[src/fault_collection_pkg.sv]
// Package with register map, reset values, states and timing constants for the fault collection unit.
package fault_collection_pkg;
  localparam int NUM_ONCHIP = 4;
  localparam int NUM_FAULTS = NUM_ONCHIP + 1;
  localparam int EXT_FAULT  = NUM_ONCHIP;
  localparam int CNT_W      = 24;
  localparam int CLK_MHZ    = 20;

  localparam logic [7:0] OFF_UNIT_CONTROL   = 8'h00;
  localparam logic [7:0] OFF_UNIT_CONFIG    = 8'h04;
  localparam logic [7:0] OFF_RECOVERY_CFG   = 8'h08;
  localparam logic [7:0] OFF_REACTION_EN    = 8'h0c;
  localparam logic [7:0] OFF_EXTRA_TIME     = 8'h10;
  localparam logic [7:0] OFF_FAULT_STATUS   = 8'h14;
  localparam logic [7:0] OFF_UNIT_STATE     = 8'h18;
  localparam logic [7:0] OFF_IRQ_STATUS     = 8'h1c;
  localparam logic [7:0] OFF_IRQ_CLEAR      = 8'h20;
  localparam logic [7:0] OFF_IRQ_ENABLE     = 8'h24;

  localparam int CTRL_OP_LSB     = 0;
  localparam int FILT_WIDTH_LSB  = 4;
  localparam int FILT_BYPASS_BIT = 8;
  localparam int CFG_PROTO_LSB   = 0;
  localparam int CFG_SAF_BIT     = 2;

  localparam logic [1:0] OP_ENTER_CONFIG = 2'h1;
  localparam logic [1:0] OP_EXIT_CONFIG  = 2'h2;

  localparam logic [1:0] PROTO_DUAL_RAIL = 2'h0;
  localparam logic [1:0] PROTO_BISTABLE  = 2'h1;

  localparam int IRQ_ALARM = 0;
  localparam int IRQ_FAULT = 1;
  localparam int IRQ_EXT   = 2;
  localparam int IRQ_W     = 3;

  localparam logic [NUM_FAULTS-1:0] RECOVERY_RST = 5'h1f;
  localparam logic [NUM_FAULTS-1:0] REACTION_RST = 5'h00;
  localparam logic [1:0]            PROTO_RST    = PROTO_DUAL_RAIL;
  localparam logic [3:0]            FILT_W_RST   = 4'h0;
  localparam logic [15:0]           EXTRA_RST    = 16'h0000;

  localparam int FAULT_PIN_US   = 250;
  localparam int FAULT_PIN_CYC  = FAULT_PIN_US * CLK_MHZ;
  localparam int ALARM_US       = 100;
  localparam int ALARM_CYC      = ALARM_US * CLK_MHZ;
  localparam int SUPERVISOR_US  = 500;
  localparam int SUPERVISOR_CYC = SUPERVISOR_US * CLK_MHZ;
  localparam int TOGGLE_US      = 10;
  localparam int TOGGLE_CYC     = TOGGLE_US * CLK_MHZ;

  typedef enum logic [1:0] {
    S_CONFIG = 2'b00,
    S_NORMAL = 2'b01,
    S_ALARM  = 2'b11,
    S_FAULT  = 2'b10
  } unit_state_t;
endpackage : fault_collection_pkg

[src/fault_collection_unit.sv]
// Fault collection unit with error output signalling, output supervisor and APB registers.
`timescale 1ns/100ps
////////////////////////////////////////////////////////////////////////////////
// Contract
// - Per non-critical fault recovery bit; 1 means software recovery, reset default.
// - Per fault error pin reaction, each gated by its own enable bit.
// - Supervisor asserts destructive reset when unhandled fault event outlasts timeout.
// - Collection and supervision run on the safe internal RC clock.
// - CONFIG state accepts configuration; software commands exit to NORMAL.
// - Error protocol selectable, toggling or not; dual-rail after reset.
// - Set-after-reset flag, zero by default, settable only in CONFIG.
// - External input glitch filter has programmable width; bypass bit disables it.
// - Supervisor sees the external input directly, not the filtered copy.
// - Entering fault state drives pins active 250 us plus extra time.
// - Alarm cleared before timeout leaves the error pins untouched.
module fault_collection_unit #(
  parameter int FAULT_PIN_CYCLES  = fault_collection_pkg::FAULT_PIN_CYC,
  parameter int SUPERVISOR_CYCLES = fault_collection_pkg::SUPERVISOR_CYC
) (
  input  wire logic        sys_clk,
  input  wire logic        reset,
  input  wire logic        psel,
  input  wire logic        penable,
  input  wire logic        pwrite,
  input  wire logic [7:0]  paddr,
  input  wire logic [31:0] pwdata,
  output logic      [31:0] prdata,
  output logic             pready,
  output logic             pslverr,
  input  wire logic [3:0]  fault_in,
  input  wire logic        external_error_input,
  output logic      [1:0]  error_output_pin,
  output logic             irq,
  output logic             destructive_reset
);
  localparam int NF = fault_collection_pkg::NUM_FAULTS;
  localparam int CW = fault_collection_pkg::CNT_W;
  localparam int EX = fault_collection_pkg::EXT_FAULT;

  typedef struct packed {
    fault_collection_pkg::unit_state_t state;
    logic [NF-1:0]  recovery;
    logic [NF-1:0]  reaction_en;
    logic [NF-1:0]  fstat;
    logic [1:0]     proto;
    logic           saf;
    logic [3:0]     filt_width;
    logic           bypass;
    logic [15:0]    extra;
    logic [3:0]     fault_q;
    logic           ein_q;
    logic           ein_filt;
    logic [3:0]     filt_cnt;
    logic [CW-1:0]  timer;
    logic [CW-1:0]  sup_cnt;
    logic           sup_pend;
    logic           dreset;
    logic [CW-1:0]  tog_cnt;
    logic           tog;
    logic [1:0]     pins;
    logic [fault_collection_pkg::IRQ_W-1:0] irq_stat;
    logic [fault_collection_pkg::IRQ_W-1:0] irq_en;
    logic           irq;
    logic           ready;
    logic           err;
    logic [31:0]    rdata;
  } st_t;

  st_t st_reg;
  st_t st_next;

  // Maps an address to a register index, or 4'hf when nothing lives there.
  function automatic logic [3:0] reg_index(input logic [7:0] a);
    logic [3:0] idx;
    idx = 4'hf;
    if (a[1:0] == 2'b00 && a <= fault_collection_pkg::OFF_IRQ_ENABLE) begin
      idx = a[5:2];
    end
    return idx;
  endfunction : reg_index

  ////////////////////////////////////////////////////////////////////////////////
  logic          access;
  logic          wr_done;
  logic [3:0]    idx;
  logic          in_cfg;
  logic          handled;
  logic [NF-1:0] raw_fault;

  assign access    = psel & penable;
  assign wr_done   = access & pwrite & st_reg.ready & ~st_reg.err;
  assign idx       = reg_index(paddr);
  assign in_cfg    = st_reg.state == fault_collection_pkg::S_CONFIG;
  assign raw_fault = {st_reg.ein_filt, st_reg.fault_q};
  // The supervisor considers an event handled once the collection logic has caught it.
  assign handled   = st_reg.fstat[EX] | (st_reg.state == fault_collection_pkg::S_ALARM)
                   | (st_reg.state == fault_collection_pkg::S_FAULT);

  // Everything runs on the one clock, which is the safe RC clock of the unit.
  always_comb begin
    st_next = st_reg;
    // Bus answers one cycle into the access phase so all outputs leave flops.
    st_next.ready = access & ~st_reg.ready;
    // Error and read data stand only with pready, so a stale error never leaks on.
    st_next.err   = 1'b0;
    st_next.rdata = 32'h0000_0000;
    if (access & ~st_reg.ready) begin
      st_next.err   = idx == 4'hf;
      unique case (idx)
        4'h0: st_next.rdata = {23'h0, st_reg.bypass, st_reg.filt_width, 4'h0};
        4'h1: st_next.rdata = {29'h0, st_reg.saf, st_reg.proto};
        4'h2: st_next.rdata = {27'h0, st_reg.recovery};
        4'h3: st_next.rdata = {27'h0, st_reg.reaction_en};
        4'h4: st_next.rdata = {16'h0, st_reg.extra};
        4'h5: st_next.rdata = {27'h0, st_reg.fstat};
        4'h6: st_next.rdata = {29'h0, st_reg.dreset, st_reg.state};
        4'h7: st_next.rdata = {29'h0, st_reg.irq_stat};
        4'h9: st_next.rdata = {29'h0, st_reg.irq_en};
        default: st_next.rdata = 32'h0000_0000;
      endcase
    end

    // Inputs are sampled once; both the collector and supervisor read this copy.
    st_next.fault_q = fault_in;
    st_next.ein_q   = external_error_input;

    // Glitch filter: a change must persist for the programmed width plus one cycles.
    if (st_reg.bypass) begin
      st_next.ein_filt = st_reg.ein_q;
      st_next.filt_cnt = 4'h0;
    end else if (st_reg.ein_q != st_reg.ein_filt) begin
      if (st_reg.filt_cnt >= st_reg.filt_width) begin
        st_next.ein_filt = st_reg.ein_q;
        st_next.filt_cnt = 4'h0;
      end else begin
        st_next.filt_cnt = st_reg.filt_cnt + 4'h1;
      end
    end else begin
      st_next.filt_cnt = 4'h0;
    end

    // Hardware recovery follows the source; software recovery stays until cleared.
    for (int i = 0; i < NF; i++) begin
      if (raw_fault[i]) begin
        st_next.fstat[i] = 1'b1;
      end else if (!st_reg.recovery[i]) begin
        st_next.fstat[i] = 1'b0;
      end else if (wr_done && idx == 4'h5 && pwdata[i]) begin
        st_next.fstat[i] = 1'b0;
      end
    end

    if (wr_done && in_cfg) begin
      unique case (idx)
        4'h0: begin
          st_next.filt_width = pwdata[fault_collection_pkg::FILT_WIDTH_LSB +: 4];
          st_next.bypass     = pwdata[fault_collection_pkg::FILT_BYPASS_BIT];
        end
        4'h1: begin
          st_next.proto = pwdata[fault_collection_pkg::CFG_PROTO_LSB +: 2];
          st_next.saf   = pwdata[fault_collection_pkg::CFG_SAF_BIT];
        end
        4'h2: st_next.recovery    = pwdata[NF-1:0];
        4'h3: st_next.reaction_en = pwdata[NF-1:0];
        4'h4: st_next.extra       = pwdata[15:0];
        default: ;
      endcase
    end

    unique case (st_reg.state)
      fault_collection_pkg::S_CONFIG: begin
        if (wr_done && idx == 4'h0
            && pwdata[1:0] == fault_collection_pkg::OP_EXIT_CONFIG) begin
          st_next.state = fault_collection_pkg::S_NORMAL;
        end
      end
      fault_collection_pkg::S_NORMAL: begin
        if (|(st_reg.fstat & st_reg.reaction_en)) begin
          st_next.state = fault_collection_pkg::S_FAULT;
          st_next.timer = CW'(FAULT_PIN_CYCLES) + CW'(st_reg.extra);
        end else if (|st_reg.fstat) begin
          st_next.state = fault_collection_pkg::S_ALARM;
          st_next.timer = CW'(fault_collection_pkg::ALARM_CYC);
        end else if (wr_done && idx == 4'h0
                     && pwdata[1:0] == fault_collection_pkg::OP_ENTER_CONFIG) begin
          st_next.state = fault_collection_pkg::S_CONFIG;
        end
      end
      fault_collection_pkg::S_ALARM: begin
        if ((|(st_reg.fstat & st_reg.reaction_en)) || st_reg.timer == '0) begin
          st_next.state = fault_collection_pkg::S_FAULT;
          st_next.timer = CW'(FAULT_PIN_CYCLES) + CW'(st_reg.extra);
        end else if (st_reg.fstat == '0) begin
          st_next.state = fault_collection_pkg::S_NORMAL;
        end else begin
          st_next.timer = st_reg.timer - CW'(1);
        end
      end
      fault_collection_pkg::S_FAULT: begin
        if (st_reg.timer != '0) begin
          st_next.timer = st_reg.timer - CW'(1);
        end else if (st_reg.fstat == '0) begin
          st_next.state = fault_collection_pkg::S_NORMAL;
        end
      end
    endcase

    // Supervisor watches the raw sampled input, bypassing the filter.
    if (st_reg.ein_q) begin
      st_next.sup_pend = 1'b1;
    end else if (handled) begin
      st_next.sup_pend = 1'b0;
    end
    if (st_reg.sup_pend && !handled) begin
      if (st_reg.sup_cnt >= CW'(SUPERVISOR_CYCLES - 1)) begin
        st_next.dreset = 1'b1;
      end else begin
        st_next.sup_cnt = st_reg.sup_cnt + CW'(1);
      end
    end else begin
      st_next.sup_cnt = '0;
    end

    if (st_reg.tog_cnt >= CW'(fault_collection_pkg::TOGGLE_CYC - 1)) begin
      st_next.tog_cnt = '0;
      st_next.tog     = ~st_reg.tog;
    end else begin
      st_next.tog_cnt = st_reg.tog_cnt + CW'(1);
    end

    // Pins only report fault in FAULT; alarm never disturbs them, config drives 00 unless the set-after-reset flag is set.
    if (in_cfg && !st_reg.saf) begin
      st_next.pins = 2'b00;
    end else if (st_reg.proto == fault_collection_pkg::PROTO_BISTABLE) begin
      st_next.pins = (st_reg.state == fault_collection_pkg::S_FAULT) ? 2'b01 : 2'b10;
    end else begin
      st_next.pins = (st_reg.state == fault_collection_pkg::S_FAULT)
                   ? 2'b00 : {st_reg.tog, ~st_reg.tog};
    end

    for (int i = 0; i < fault_collection_pkg::IRQ_W; i++) begin
      if (wr_done && idx == 4'h8 && pwdata[i]) begin
        st_next.irq_stat[i] = 1'b0;
      end
    end
    if (st_reg.state != fault_collection_pkg::S_ALARM
        && st_next.state == fault_collection_pkg::S_ALARM) begin
      st_next.irq_stat[fault_collection_pkg::IRQ_ALARM] = 1'b1;
    end
    if (st_reg.state != fault_collection_pkg::S_FAULT
        && st_next.state == fault_collection_pkg::S_FAULT) begin
      st_next.irq_stat[fault_collection_pkg::IRQ_FAULT] = 1'b1;
    end
    if (st_reg.ein_q) begin
      st_next.irq_stat[fault_collection_pkg::IRQ_EXT] = 1'b1;
    end
    if (wr_done && idx == 4'h9) begin
      st_next.irq_en = pwdata[fault_collection_pkg::IRQ_W-1:0];
    end
    st_next.irq = |(st_reg.irq_stat & st_reg.irq_en);
  end

  always_ff @(posedge sys_clk) begin
    if (reset) begin
      st_reg             <= '0;
      st_reg.state       <= fault_collection_pkg::S_CONFIG;
      st_reg.recovery    <= fault_collection_pkg::RECOVERY_RST;
      st_reg.reaction_en <= fault_collection_pkg::REACTION_RST;
      st_reg.proto       <= fault_collection_pkg::PROTO_RST;
      st_reg.saf         <= 1'b0;
      st_reg.filt_width  <= fault_collection_pkg::FILT_W_RST;
      st_reg.extra       <= fault_collection_pkg::EXTRA_RST;
    end else begin
      st_reg <= st_next;
    end
  end

  assign prdata            = st_reg.rdata;
  assign pready            = st_reg.ready;
  assign pslverr           = st_reg.err;
  assign error_output_pin  = st_reg.pins;
  assign irq               = st_reg.irq;
  assign destructive_reset = st_reg.dreset;
endmodule : fault_collection_unit

[config.mk]
export PLATFORM = sky130hd
export DESIGN_NAME = fault_collection_unit
export DESIGN_NICKNAME = d
export VERILOG_FILES = /design/src/fault_collection_pkg.sv /design/src/fault_collection_unit.sv
export SDC_FILE = /design/constraint.sdc
export NUM_CORES = 1
export LEC_CHECK = 0
export ABC_CLOCK_PERIOD_IN_PS = 2760
export BUFFER_PORTS_ARGS = -buffer_cell sky130_fd_sc_hd__buf_2
export CAP_MARGIN = 20
export CORE_MARGIN = 2
export CORE_UTILIZATION = 52
export DETAILED_ROUTE_END_ITERATION = 10
export GPL_ROUTABILITY_DRIVEN = 0
export PLACE_DENSITY = 0.77
export SLEW_MARGIN = 30
export SYNTH_ARGS = -nofsm -noshare
export SYNTH_HDL_FRONTEND = slang
export SYNTH_SLANG_ARGS = --single-unit
[constraint.sdc]
create_clock -name sys_clk -period 2.76 [get_ports sys_clk]
set_clock_uncertainty 0.05 [all_clocks]
set_input_delay 0.414 -clock sys_clk [delete_from_list [all_inputs] [get_ports sys_clk]]
set_output_delay 0.414 -clock sys_clk [all_outputs]
set_load 0.02 [all_outputs]
=== After elaboration in Yosys (flattened, before gate mapping) ===
Index checks and enable logic that the tools add are counted.

* Bits in read-only memories: 0
* Memories kept: 0
* Memory bits (writable): 0
* Word-level logic and storage cells: 184
* Latch bits: 0
* Register bits: 169
* Input port bits: 50
* Output and inout port bits: 38

* Shift operators: 0
* Div/mod/pow operators: 0
* Reduce and logical (&&, ||, !) cells: 52
* Multiply operators: 0
* Bitwise operators: 15
* Equal/unequal tests: 29
* Mux-type cells: 47
* $lt $le $gt $ge: 4
* Add/sub/neg operators: 5

{| class="wikitable"
|+ Operator list
! cell !! number
|-
| $pmux 16 s9 || 1
|-
| $mux 24 || 5
|-
| $pmux 24 s3 || 1
|-
| $add 24x1->24 const B || 2
|-
| $mux 1 || 25
|-
| $ge 24x14->1 const B || 1
|-
| $ge 24x8->1 const B || 1
|-
| $logic_not 24->1 || 1
|-
| $reduce_bool 24->1 || 1
|-
| $sub 24x1->24 const B || 1
|-
| $logic_and 1x1->1 || 20
|-
| $mux 2 || 10
|-
| $add 13x16->17 const A || 1
|-
| $eq 4x3->1 const B || 4
|-
| $ne 3x2->1 const B || 5
|-
| $reduce_and 2->1 || 7
|-
| $eq 4x4->1 const B || 3
|-
| $mux 4 || 3
|-
| $reduce_bool 2->1 || 6
|-
| $eq 2x2->1 const B || 5
|-
| $reduce_or 5->1 || 2
|-
| $eq 4x2->1 const B || 2
|-
| $le 8x6->1 const B || 1
|-
| $pmux 2 s4 || 1
|-
| 23 further kinds || 43
|}

=== Longest topological paths before layout ===
* Depth in word-level cells: 13
* Depth in mapped cells: 9
* Mapped depth without buffers: 8

=== Worst setup path after synthesis ===
No wires, ideal clock.

* Path type: register to register
* Start point: reg st_reg[94] (netlist name)
* End point: reg st_reg[114] (netlist name)
* Setup time: 70 ps
* Slack: 73 ps
* Path buffers: 0
* Data required time: 2640 ps
* Period minus slack after synthesis: 2687 ps
* Arrival: 2567 ps
* Cell stages (with the launch flop): 9
* Cell sequence: dfxtp_1 inv_1 ha_1 nor3b_1 nand4_1 o41ai_4 nor2_2 or4_1 a21oi_1

* Word-level cells in the longest chain between the ends: 4
* Elaborated cells between the ends (all ways): 11
* Those cells by class: add/sub (1); eq/ne (2); mux (4); reduce/logical (4)

{| class="wikitable"
|+ Ends and longest elaborated chain
! item !! RTL line !! text
|-
| from (decl) || fault_collection_unit.sv:69 || <nowiki>st_t st_reg;</nowiki>
|-
| from (signal assigned) || fault_collection_unit.sv:274 || <nowiki>st_reg <= st_next;</nowiki>
|-
| $sub 24x1->24 / $logic_not 24->1 (equally long branches) || fault_collection_unit.sv:196, fault_collection_unit.sv:201, fault_collection_unit.sv:190 ||
|-
| $mux 24 / $logic_or 1x1->1 (equally long branches) || fault_collection_unit.sv:193, fault_collection_unit.sv:190 ||
|-
| $mux 24 / $ne 3x3->1 (equally long branches) || -- ||
|-
| $pmux 24 s3 / $reduce_and 4->1 (equally long branches) || -- ||
|}

Several ways; a longest one is shown, not always the timed one. The select of a mux whose other input is x is not followed.
A chain may end at the register's enable or synchronous reset.

=== Final worst setup path ===
* Start point: reg st_reg[110] (netlist name)
* End point: reg st_reg[96] (netlist name)

* Word-level cells in the longest chain between the ends: 4
* Elaborated cells between the ends (all ways): 8
* Those cells by class: eq/ne (2); mux (2); reduce/logical (4)

{| class="wikitable"
|+ Ends and longest elaborated chain
! item !! RTL line !! text
|-
| $logic_not 24->1 || fault_collection_unit.sv:190 || <nowiki>if ((|(st_reg.fstat & st_reg.reaction_en)) || st_reg.timer == '0) begin</nowiki>
|-
| $logic_or 1x1->1 || fault_collection_unit.sv:190 ||
|-
| $ne 3x3->1 (no line) / $mux 24 (equally long branches) || -- ||
|-
| $reduce_and 4->1 (no line) / $pmux 24 s3 (equally long branches) || -- ||
|}

Several ways; a longest one is shown, not always the timed one.

==> run_results.csv <==
group,metric,value,unit
placed_design,place_worst_setup_slack,0.0801,ns
drt,wl,15100,microns
clocking,cts_buffers,17,
worst_setup_path,crit_type,"reg -> reg",
job,drv_cap,0,
cells_and_area,syn2layout_area_growth,15.2,%
cells_and_area,mostFrequentLayoutCells,"dfxtp_1, nor2_1, nand2_1, buf_2, a21oi_1",
synth,syn_area_per_cell,8.80,sq um
cells_and_area,utilization,61.7,%
synth,netlist_area,6820,sq um
grt,grt_max_degree,54,
cells_and_area,largest_register_ffs,126,
power,power_frac_comb,3.2,%
clocking,clk_pin_slew,0.06,ns
floorplanning,fp.dieH,119,microns
synth,synthFlopType,"dfxtp_1",
worst_setup_path,endpoint_kind,"register",
clocking,clock_path_buffers,2,
timing,setup_violations,0,
synth,synthDistinctLibCells,66,
synth,ys_seq_area_share,44.9,%
grt,grt_pass1_wl,25200,microns
clocking,cts_tree,"done",
cells_and_area,multi_input_area,3390,sq um
clocking,clk-insertion-delay-late,0.43,ns
synth,synth_seq_cells,153,
grt,grt_pass1_vias,5228,
power,swShare,24.0,%
worst_setup_path,critPathMaxFanout,7,
drt,wl_per_cell,14.7,microns
worst_setup_path,start_kind,"register",
grt,grt.overflow.total,0,
timing,relSlewSlack,57.9,%
timing,fmax,383,MHz
timing,setup_tns,0,ns
cells_and_area,nets,896,
synth,synth_mux_area_share,3.94,%
drt,num_vias,5590,
synth,synthCells,775,
drt,drt_iter0_markers,436,
drt,drtPass1Iterations,5,
timing,fin_crit,2.61,ns
power,clkPwrFrac,48.8,%
timing,drv_slew,0,
placed_design,numPortBuffers,55,
grt,grtUsageTotal,22.2,%
worst_setup_path,crit_arrival,2.89,ns
floorplanning,fp-row-count,41,
drt,viasPerCell,5.46,
synth,yosys_warnings,0,
synth,synth_top_family_by_area,"simple AND/OR/NAND/NOR gates",
synth,synth-edff-count,0,
power,p_int,3.56,mW
synth,yosys.area_share.adder,1.65,%
power,p_per_area,597,nW/um^2
clocking,cts.sink_count,153,
worst_setup_path,cp.required,3.04,ns
grt,antenna_found_initial,3,
power,p_switching,1.12,mW
placed_design,hpwlAfterDp,10400,microns
drt,antenna_left,0,
floorplanning,die_w,119,microns
clocking,cts_hold_buffers,0,
power,p_leak,3.12,nW
timing,worst_slew_pin_slew,0.630,ns
floorplanning,initial_core_util,53.6,%
timing,fin_ws,0.151,ns
cells_and_area,fillerInstances,1084,
synth,synth_compound_area_share,13.8,%
cells_and_area,final_common_cell,"dfxtp_1",
timing,period_share,94.5,%
power,peakVddDrop,358,uV
timing,report.final.hold_viol_count,0,
drt,drc_errors,0,
clocking,ctsRootBufferMaster,"clkbuf_16",
synth,ys_async_sr_fraction,0,%
status,status,"complete, no violations",
timing,rsz0062_at_grt,"false",
synth,synth_xor_xnor_area_share,5.52,%
power,seqPwrFrac,48.0,%
min_path,hold_path_class,"in -> reg",
cells_and_area,layout.area.seq,3060,sq um
cells_and_area,drive_gt1_share,15.9,%
clocking,cts_setup_buffers,0,
floorplanning,ios,88,
floorplanning,fp.coreArea,12700,sq um
clocking,cts_max_level,4,
synth,yosys.area_share.simple,22.8,%
floorplanning,die_area,14000,sq um
==> layer usage <==
| metal | vias to the layer above | track usage [%] | part of all wire [%] |
|---|---|---|---|
| li1 | 2793 | - | - |
| met1 | 2599 | 29.3 | 46 |
| met2 | 172 | 34.1 | 45 |
| met3 | 24 | 6.71 | 6.7 |
| met4 | 2 | 8.48 | 1.8 |
| met5 | - | 0 | 0.046 |
==> repair_timing <==
item,CTS,global route
endpoints found under the hold margin,0,0
endpoints found under the setup margin,0,11
resized for setup,0,4
==> synth_stat cells (9+ instances only) <==
library cell,number,area share (%)
dfxtp_1,153,45
nor2_1,90,5.0
nand2_1,77,4.2
a21oi_1,38,2.8
xor2_1,35,4.5
buf_4,34,3.7
clkbuf_1,32,1.8
inv_1,26,1.4
nand3_1,24,1.8
and2_1,21,1.9
mux2i_1,19,2.8
nor4_1,16,1.5
nor3_1,15,1.1
nor2b_1,13,1.2
nand4_1,12,1.1
and3_1,10,0.92
ha_1,9,1.7
or3_1,9,0.83
==> kinds of logic after synthesis <==
family                   Yosys count
AO/OA/AOI/OAI                    132
XOR/XNOR                          43
adder cells (fa/ha/maj)            9
buffers and inverters             98
flip-flops                       153
multiplexers                      23
other                              1
AND/OR/NAND/NOR                  316
==> per-stage QoR <==
step / power (mW) / std cells / instance area [sq um] / hold slack, ns
after global routing: 4.84 / 1023 / 7850 / 0.160
final: 4.69 / 1024 / 7850 / 0.142
after detailed placement: 2.45 / 990 / 7250 / 0.382
after CTS: 4.71 / 1022 / 7830 / 0.135
after floorplan: 2.41 / 806 / 6940 / 0.363
after global placement: 2.44 / 990 / 7250 / 0.369
==> power by group through the flow <==
stage	Combinational, mW	Clock, mW	Sequential [mW]
floorplan	0.110	0	2.30
global placement	0.145	0	2.30
detailed placement	0.145	0	2.30
CTS	0.146	2.31	2.25
global route	0.164	2.42	2.25
finish	0.148	2.29	2.25
==> area by class of cell <==
| type | instances | share of cell area (%) |
|---|---|---|
| Timing Repair Buffer | 84 | 6.28 |
| Clock buffer | 17 | 5.42 |
| Multi-Input combinational cell | 555 | 43.2 |
| Sequential cell | 153 | 39.0 |
| Antenna cell | 2 | 0.0637 |
| Tap cell | 172 | 2.74 |
| Clock inverter | 15 | 2.02 |
| Inverter | 26 | 1.24 |
==> worst max-delay path: stages, from the launching register on <==
cell and delay (ns):
dfxtp_1 0.34, or4_4 0.53, or3_4 0.39, o31a_1 0.30
or2_2 0.38, buf_4 0.19, o21a_1 0.10, o32ai_1 0.22
==> worst paths after layout <==
check,start,slack [ns],cells past startpoint,end
setup / recovery,st_reg[110],0.15,7,st_reg[96]
hold / removal,external_error_input,0.14,2,st_reg[123]
setup reg to reg,st_reg[110],0.15,7,st_reg[96]
hold reg to reg,raw_fault[3],0.39,2,st_reg[155]
Power figures use the tool's default switching activity.
